--- src/rtl/serial_receive_control_consts.vh ---
// Constants for the serial receive control block
// Assumes inclusion by bare name from rtl files
`ifndef SERIAL_RECEIVE_CONTROL_CONSTS_VH
`define SERIAL_RECEIVE_CONTROL_CONSTS_VH
`define RSC_ADDR_STATUS_CONTROL 12'h000
`define RSC_ADDR_MODE 12'h004
`define RSC_ADDR_STATE 12'h008
`define RSC_RESET_BYTE 8'h00
`define RSC_RESET_MODE 3'h0
`define RSC_BIT_PORT_EN 7
`define RSC_BIT_NINE_BIT 6
`define RSC_BIT_SINGLE 5
`define RSC_BIT_CONT 4
`define RSC_BIT_ADDR_DET 3
`define RSC_BIT_MODE_SYNC 0
`define RSC_BIT_MODE_MASTER 1
`define RSC_BIT_MODE_TX 2
`define RSC_WORD_BITS 4'h8
`define RSC_ZERO_COUNT 4'h0
`define RSC_WR_MASK 8'hf8
`endif

--- src/rtl/serial_receive_control.v ---
// Receive-side control of a serial port with an APB register file
// Assumes an APB master on the same clock; data pin is asynchronous
// Behaviour
// - In synchronous mode a set continuous receive enable, or as master a set single receive enable, overrides transmit enable.
// - Single receive enable is ignored in asynchronous and synchronous slave modes.
// - As synchronous master, a single-word reception runs only while single receive is set.
// - As synchronous master with continuous receive clear, hardware clears single receive when that reception ends.
// - In asynchronous mode the receiver is active exactly while the port is enabled and continuous receive is set.
//
// Added by the designer: the address map and the APB slave port.
`timescale 1ns/1ns
`include "serial_receive_control_consts.vh"
module serial_receive_control (
   input wire clock,
   input wire srst,
   input wire psel,
   input wire penable,
   input wire pwrite,
   input wire [11:0] paddr,
   input wire [31:0] pwdata,
   output reg [31:0] prdata,
   output reg pready,
   output reg pslverr,
   input wire data_pin_in,
   input wire clock_pin_in,
   output reg data_pin_out,
   output reg data_pin_oe,
   output reg clock_pin_out,
   output reg clock_pin_oe,
   output reg receiver_active,
   output reg transmit_active,
   output reg port_in_reset,
   output reg [7:0] received_word
);
   reg [7:0] ctrl_r;
   reg [2:0] mode_r;
   reg [1:0] data_sync_r;
   reg [1:0] clk_sync_r;
   reg [3:0] bit_cnt_r;
   reg [7:0] shift_r;
   reg single_busy_r;
   reg sclk_r;
   reg sclk_prev_r;
   wire apb_access = psel && penable && !pready;
   wire wr = apb_access && pwrite;
   wire port_en = ctrl_r[`RSC_BIT_PORT_EN];
   wire sync_mode = mode_r[`RSC_BIT_MODE_SYNC];
   wire master = mode_r[`RSC_BIT_MODE_MASTER];
   wire single_en = ctrl_r[`RSC_BIT_SINGLE] && sync_mode && master;
   wire cont_en = ctrl_r[`RSC_BIT_CONT];
   wire rx_req = cont_en || single_en;
   wire tx_allowed = mode_r[`RSC_BIT_MODE_TX] && !(sync_mode && rx_req);
   wire rx_on = port_en && rx_req;
   wire slave_edge = clk_sync_r[1] && !sclk_prev_r;
   wire master_edge = sclk_r;
   wire sample = sync_mode ? (master ? master_edge : slave_edge) : 1'b1;
   wire word_done = rx_on && sample && (bit_cnt_r == `RSC_WORD_BITS - 4'h1);
   reg [7:0] ctrl_nxt;
   function [31:0] rd_mux;
      input [11:0] a;
      input [7:0] c;
      input [2:0] m;
      input [7:0] w;
      begin
         case (a)
            `RSC_ADDR_STATUS_CONTROL: rd_mux = {24'h000000, c};
            `RSC_ADDR_MODE: rd_mux = {29'h00000000, m};
            `RSC_ADDR_STATE: rd_mux = {24'h000000, w};
            default: rd_mux = 32'h00000000;
         endcase
      end
   endfunction
   always @* begin
      ctrl_nxt = ctrl_r;
      if (wr && paddr == `RSC_ADDR_STATUS_CONTROL) begin
         ctrl_nxt = pwdata[7:0] & `RSC_WR_MASK;
      end
      // Hardware clear wins over a same-cycle software set
      if (word_done && single_en && !cont_en) begin
         ctrl_nxt[`RSC_BIT_SINGLE] = 1'b0;
      end
   end
   always @(posedge clock) begin
      if (srst) begin
         ctrl_r <= `RSC_RESET_BYTE;
         mode_r <= `RSC_RESET_MODE;
         prdata <= 32'h00000000;
         pready <= 1'b0;
         pslverr <= 1'b0;
      end else begin
         ctrl_r <= ctrl_nxt;
         pready <= apb_access;
         pslverr <= apb_access && paddr != `RSC_ADDR_STATUS_CONTROL &&
            paddr != `RSC_ADDR_MODE && paddr != `RSC_ADDR_STATE;
         if (wr && paddr == `RSC_ADDR_MODE) begin
            mode_r <= pwdata[2:0];
         end
         if (apb_access && !pwrite) begin
            prdata <= rd_mux(paddr, ctrl_r, mode_r, received_word);
         end
      end
   end
   always @(posedge clock) begin
      if (srst) begin
         data_sync_r <= 2'h0;
         clk_sync_r <= 2'h0;
         sclk_prev_r <= 1'b0;
      end else begin
         data_sync_r <= {data_sync_r[0], data_pin_in};
         clk_sync_r <= {clk_sync_r[0], clock_pin_in};
         sclk_prev_r <= clk_sync_r[1];
      end
   end
   // Serial side held in reset while the port is disabled
   always @(posedge clock) begin
      if (srst || !port_en) begin
         bit_cnt_r <= `RSC_ZERO_COUNT;
         shift_r <= `RSC_RESET_BYTE;
         received_word <= `RSC_RESET_BYTE;
         single_busy_r <= 1'b0;
         sclk_r <= 1'b0;
         receiver_active <= 1'b0;
         transmit_active <= 1'b0;
         port_in_reset <= 1'b1;
         data_pin_out <= 1'b0;
         data_pin_oe <= 1'b0;
         clock_pin_out <= 1'b0;
         clock_pin_oe <= 1'b0;
      end else begin
         port_in_reset <= 1'b0;
         receiver_active <= rx_on;
         transmit_active <= tx_allowed;
         single_busy_r <= single_en && !cont_en && !word_done;
         // Master clock toggles each cycle; a simple half rate stands in for baud
         sclk_r <= (sync_mode && master && rx_on) ? !sclk_r : 1'b0;
         clock_pin_out <= sclk_r;
         clock_pin_oe <= sync_mode && master;
         data_pin_out <= 1'b1;
         data_pin_oe <= tx_allowed;
         if (!rx_on) begin
            bit_cnt_r <= `RSC_ZERO_COUNT;
         end else if (sample) begin
            shift_r <= {data_sync_r[1], shift_r[7:1]};
            if (word_done) begin
               bit_cnt_r <= `RSC_ZERO_COUNT;
               received_word <= {data_sync_r[1], shift_r[7:1]};
            end else begin
               bit_cnt_r <= bit_cnt_r + 4'h1;
            end
         end
      end
   end
endmodule

--- config.mk ---
export PLATFORM = sky130hd
export DESIGN_NAME = serial_receive_control
export DESIGN_NICKNAME = d
export VERILOG_FILES = /design/src/rtl/serial_receive_control.v
export VERILOG_INCLUDE_DIRS = /design/src /design/src/rtl
export SDC_FILE = /design/constraint.sdc
export NUM_CORES = 1
export LEC_CHECK = 0
export ABC_AREA = 1
export ABC_CLOCK_PERIOD_IN_PS = 3610
export BUFFER_PORTS_ARGS = -buffer_cell sky130_fd_sc_hd__buf_2
export CAP_MARGIN = 25
export CORE_UTILIZATION = 50
export DETAILED_ROUTE_END_ITERATION = 10
export PLACE_DENSITY = 0.84
export SLEW_MARGIN = 15
export SYNTH_ARGS = -nofsm -noshare
export SYNTH_HDL_FRONTEND = slang
export SYNTH_SLANG_ARGS = --single-unit
export TNS_END_PERCENT = 30
--- constraint.sdc ---
create_clock -name clock -period 3.61 [get_ports clock]
set_input_delay 0.1805 -clock clock [delete_from_list [all_inputs] [get_ports clock]]
set_output_delay 0.1805 -clock clock [all_outputs]
set_load 0.05 [all_outputs]
==> results of run 1 <==
registers in the layout, indices dropped and copies added, names as in the netlist:
name / flops
prdata: 8
received_word: 8
shift_r: 7
ctrl_r: 5
bit_cnt_r: 4
mode_r: 3
clk_sync_r: 2
data_sync_r: 2
clock_pin_oe: 1
clock_pin_out: 1
data_pin_out: 1
master_edge: 1
port_in_reset: 1
pready: 1
pslverr: 1
receiver_active: 1
sclk_prev_r: 1
transmit_active: 1
worst max path at each step:
stage,start,endpoint,slack [ps]
2_1_floorplan,pready$_SDFF_PP0_,prdata[2]$_SDFFE_PP0P_,2290
3_3_place_gp,srst,bit_cnt_r[0]$_SDFFE_PP0N_,2040
3_5_place_dp,ctrl_r[7]$_SDFFE_PP0P_,bit_cnt_r[0]$_SDFFE_PP0N_,2030
4_1_cts,ctrl_r[7]$_SDFFE_PP0P_,bit_cnt_r[0]$_SDFFE_PP0N_,2000
5_1_grt,mode_r[0]$_SDFFE_PP0P_,received_word[2]$_SDFFE_PN0P_,1820
6_report,ctrl_r[7]$_SDFFE_PP0P_,bit_cnt_r[0]$_SDFFE_PP0N_,2030
logic make-up (layout without fill, tap and decap cells):
family	count (synthesis)	count (layout)	share of synthesized area, %
adders and majority gates	1	1	0.565
xor gates and xnor gates	1	1	0.395
DFF	49	49	44.3
AOI/OAI and AO/OA	30	30	7.00
buffers and inverters	69	98	16.5
other	1	24	0.169
and+or+nand+nor	157	157	31.1
worst min-delay path, delay by kind of cell:
kind                   cells  cell delay (ps)
AND/OR/NAND/NOR            1               60
buffers and inverters      2              100
per-stage QoR:
stage | setup WS [ps] | area [um2]
6_report | 2030 | 2480
5_1_grt | 1820 | 2480
4_1_cts | 2000 | 2480
3_5_place_dp | 2030 | 2400
3_3_place_gp | 2040 | 2400
2_1_floorplan | 2290 | 2300
final cells by class:
class                      instances  area (um2)
clock buffer                       7        76.3
clock inverter                     1        7.51
fill                             409        1630
inverter                          39         146
multi-input combinational        213         956
sequential                        49         981
tap                               50        62.6
timing repair buffer              51         255
metal layers:
| layer | part of all wire [%] | GRT usage (%) |
|---|---|---|
| met5 | 0 | 0 |
| met4 | 1.8 | 8.59 |
| met3 | 7.0 | 5.43 |
| met2 | 46 | 34.3 |
| met1 | 45 | 22.9 |
where the power goes:
group,internal (mW),switching [mW]
registers,0.543,0.00100
logic,0.0150,0.0775
clock network,0.137,0.175
total,0.695,0.253
cell usage in the layout, fill, tap and decap left out:
master	n
nand4_1	1
nor2_2	5
nor2_4	3
xnor2_1	1
nand2_1	60
dfxtp_1	49
o211ai_1	1
or2_2	1
nor3_1	1
o21ai_1	2
nand2_4	1
nor2_1	58
inv_2	4
nor3_2	1
buf_2	51
nand3_1	20
nand2_2	4
o21ai_0	12
ha_1	1
nand3b_1	1
a21oi_1	14
clkinvlp_4	1
clkbuf_1	2
clkbuf_8	5
a211oi_1	1
inv_1	34
clkinv_1	1
nand3_2	1
conb_1	24
==> flow_summary.toml, run 1 <==
[outcome]
status = "finished clean"

[global_routing]
track_usage_pct = 19.9
grt_pass1_vias = 1603
antenna_found_initial = 0
grt_pass1_wl_um = 6670
grt_max_degree = 18
overflow = 0

[synthesis]
synth_top_area_share_pct = 44.3
synth-async-reset-ratio_pct = 0
yosys.cell_types.count = 29
syn_area_um2 = 2220
yosysMostFrequentCell = "nand2_1"
synth.top_cells.by_count = "nand2_1, nor2_1, dfxtp_1"
synth-main-ff-cell = "dfxtp_1"
postSynthCellCount = 308
yosysWarnings = 0
synth_seq_area_share_pct = 44.3
yosys-top-cells-area = "dfxtp_1, nand2_1, nor2_1"
ys_ff_latch = 49
synth_area_leader_cell = "dfxtp_1"
avgSynthCellArea_um2 = 7.19
synth_edf_count = 0

[floorplanning]
start_util_pct = 53.8
ios = 100
die_h_um = 68.6
placementRows = 23
dieWidth_um = 68.6
dieArea_um2 = 4700
coreArea_um2 = 4120

[timing]
skew_ps = 5.68
rsz0062_at_grt = "false"
slew_headroom_pct = 59.0
tightest_slew_ps = 615
setup_viol = 0
fmax_mhz = 634
finalSetupTns_ps = 0
period_share_pct = 43.7
hold_violations = 0
min_period_ps = 1580
slew_viol_final = 0
hold_ws_ps = 74.0

[critical_path]
crit_cells = 6
cp_max_fo = 17
cp_top_family = "simple AND/OR/NAND/NOR gates"
timing.critical_path.mode_cell = "nor2_2"
cp-end-kind = "register"
start_kind = "register"
worstPathRequired_ps = 3850
rr_worst_depth = 6
crit_slowest_cell = "nor2_2"
cp_cell_sequence = "inv_1, nor2_2, inv_2, nor2_2, nand2_1, a21oi_1"
crit_type = "register to register"
cp.arrival_ps = 1810
rrSetupSlack_ps = 2030
cpPeakStageDelay_ps = 480
crit_buf_inv = 2
r2r-start = "ctrl_r[7]$_SDFFE_PP0P_"
r2r-end = "bit_cnt_r[0]$_SDFFE_PP0N_"

[clock_tree]
htree_num_levels = 2
clkLatencyLatePin_ps = 300
root_buffer = "clkbuf_8"
postCtsHoldBufs = 0
clock_path_buffers = 2
cts.repair.resized = 0
cts_tree = "done"
numCtsBuffers = 5
path_clk_slew_ps = 80
cts_sinks = 49
cts_setup_buffers = 0

[place]
place_congestion = 0.818
dp_hpwl_um = 3190
placed_cells = 402
io_buffers = 51

[route]
final_antenna_net_count = 0
firstDrtPassIters = 4
wire_per_inst_um = 10.4
detail_route.iter0.violations = 93
via_per_inst = 4.66
routed_wirelength_um = 4250
post-route-drc-count = 0
vias = 1911

[power]
total_power_mw = 0.949
vdd_drop_max_uv = 247
p_leak_nw = 1.28
power_density_nw_per_um2 = 382

[min_path]
whs_path_depth = 3
min-delay-start = "data_pin_in"
hp-class = "primary input to register"
holdPathEnd = "data_sync_r[0]$_SDFF_PP0_"

[cells_and_area]
nets = 411
antennaDiodeCount = 0
final_util_pct = 60.4
area_delta_synth_final_pct = 12.1
layout-drive-gt1-share_pct = 21.4
stdcell_count = 410

[job]
maxCapViolCount = 0
Power figures use the tool's default switching activity.
==> inputs of run 2 (changes only) <==
--- a/config.mk
+++ b/config.mk
@@ -7,12 +7,12 @@
 export NUM_CORES = 1
 export LEC_CHECK = 0
 export ABC_AREA = 1
-export ABC_CLOCK_PERIOD_IN_PS = 3610
+export ABC_CLOCK_PERIOD_IN_PS = 1470
 export BUFFER_PORTS_ARGS = -buffer_cell sky130_fd_sc_hd__buf_2
 export CAP_MARGIN = 25
-export CORE_UTILIZATION = 50
+export CORE_UTILIZATION = 47
 export DETAILED_ROUTE_END_ITERATION = 10
-export PLACE_DENSITY = 0.84
+export PLACE_DENSITY = 0.8
 export SLEW_MARGIN = 15
 export SYNTH_ARGS = -nofsm -noshare
 export SYNTH_HDL_FRONTEND = slang
==> constraint.sdc (replaced) <==
create_clock -name clock -period 1.47 [get_ports clock]
set_input_delay 0.0735 -clock clock [delete_from_list [all_inputs] [get_ports clock]]
set_output_delay 0.0735 -clock clock [all_outputs]
set_load 0.05 [all_outputs]
==> flow_summary.toml, run 2 (synthesis results as in run 1) <==
[cells_and_area]
stdcell_area_um2 = 2630
layout-drive-gt1-share_pct = 24.3
layout_common_cells = "nand2_1, nor2_1, buf_2, dfxtp_1, inv_1"
area_delta_synth_final_pct = 18.7
antennaDiodeCount = 0
reg_top3 = "prdata (8), received_word (8), shift_r (7)"
nets = 421
final_common_cell = "nand2_1"

[outcome]
status = "finished with violations"
violations = "DRC, hold timing"

[floorplanning]
dieArea_um2 = 4990
dieWidth_um = 70.7
ios = 100
coreArea_um2 = 4440
start_util_pct = 49.9
placementRows = 24
die_h_um = 70.7

[power]
seq_power_share_pct = 52.3
power_density_nw_per_um2 = 971
switching_share_pct = 24.3
vdd_drop_max_uv = 721
p_leak_nw = 1.35
pwr-share-comb_pct = 9.3
p_sw_mw = 0.621
clockPowerShare_pct = 38.4
p_int_mw = 1.93

[clock_tree]
cts_sinks = 49
path_clk_slew_ps = 80
root_buffer = "clkbuf_8"
htree_num_levels = 2
clock_path_buffers = 2
numCtsBuffers = 5
cts_tree = "done"
cts_setup_buffers = 0
clkLatencyLatePin_ps = 300

[place]
place_congestion = 0.831
place_area_um2 = 2460
io_buffers = 51
dp_hpwl_um = 3300

[global_routing]
met3_usage_pct = 5.13
use_met1_pct = 19.5
grt_max_degree = 17
grt-busiest-layer = "met2"
use_met2_pct = 34.8
antenna_found_initial = 0
grt_pass1_wl_um = 7160
overflow = 0
grt_pass1_vias = 1760
track_usage_pct = 18.5

[critical_path]
crit_cells = 10
cp.arrival_ps = 1590
start_kind = "register"
rr_worst_depth = 10
crit_type = "register to register"
rrSetupSlack_ps = 80
worstPathRequired_ps = 1670
crit_slowest_cell = "dfxtp_2"
cp_max_fo = 8
cp-end-kind = "register"
crit_buf_inv = 3
cpPeakStageDelay_ps = 360
cp_top_family = "simple AND/OR/NAND/NOR gates"
timing.critical_path.mode_cell = "nand2_2"
cp_cell_sequence = "nand2_2, inv_2, nand2_2, nand2_2, nand2_2, nor2_4, buf_12, inv_2, nor2_1, nor2_1"

[timing]
skew_ps = 4.24
slew_viol_final = 0
hold_violations = 1
period_share_pct = 94.5
fmax_mhz = 720
hold_ws_ps = -1.30
setup_viol = 0
min_period_ps = 1390

[route]
vias = 1955
final_antenna_net_count = 0
routed_wirelength_um = 4470
via_per_inst = 4.63
post-route-drc-count = 16
wire_per_inst_um = 10.6
firstDrtPassIters = 7
detail_route.iter0.violations = 67

[job]
maxCapViolCount = 0

[min_path]
whs_path_depth = 3
hp-class = "primary input to register"
## run 2: worst register-to-register path: stages (launching register included)
cell and delay [ps]:
dfxtp_2 360, nand2_2 60, inv_2 60, nand2_2 60, nand2_2 80, nand2_2 80, nor2_4 220, buf_12 150
inv_2 60, nor2_1 90, nor2_1 50
## run 2: power groups by stage
| stage | logic, mW | registers (mW) | clock network [mW] |
|---|---|---|---|
| 5_1_grt | 0.252 | 1.34 | 1.04 |
| 2_1_floorplan | 0.223 | 1.38 | 0 |
| 3_3_place_gp | 0.227 | 1.37 | 0 |
| 3_5_place_dp | 0.229 | 1.37 | 0 |
| 6_report | 0.236 | 1.34 | 0.980 |
| 4_1_cts | 0.235 | 1.34 | 1.00 |
## run 2: area by class of cell
cell class	instances	area, um2
repair buffers	60	343
flip-flops and latches	49	983
clock inverters	1	30.0
inverters	39	146
multi-input cells	214	976
well taps	52	65.1
clock buffers	7	86.3
fillers	432	1810
## run 2: final timing paths
kind,endpoint,startpoint
worst min register to register,data_sync_r[1]$_SDFF_PP0_,data_sync_r[0]$_SDFF_PP0_
worst max register to register,shift_r[6]$_SDFFE_PN0P_,mode_r[0]$_SDFFE_PP0P_
worst max-delay path,shift_r[6]$_SDFFE_PN0P_,mode_r[0]$_SDFFE_PP0P_
worst min-delay path,mode_r[0]$_SDFFE_PP0P_,pwdata[0]
## run 2: repair_timing
action                                  in CTS  in global routing
endpoints found under the setup margin       0                 10
endpoints found under the hold margin        3                  0
hold buffers                                 3                  0
gates resized for setup                      0                  6
## run 2: layer usage
layer | vias to the layer above | part of all wire (%)
met2 | 68 | 48
li1 | 1015 | -
met5 | - | 0
met4 | 0 | 1.9
met1 | 864 | 44
met3 | 8 | 6.1
## run 2: through the flow
stage / cells / setup TNS, ps / util [%] / power (mW) / setup WS, ps
finish: 422 / 0 / 59.2 / 2.55 / 80.8
global route: 422 / -0.199 / 59.2 / 2.63 / -0.199
CTS: 421 / 0 / 58.7 / 2.58 / 81.0
detailed placement: 410 / 0 / 55.4 / 1.60 / 107
global placement: 410 / 0 / 55.4 / 1.59 / 136
floorplan: 331 / 0 / - / 1.60 / 147
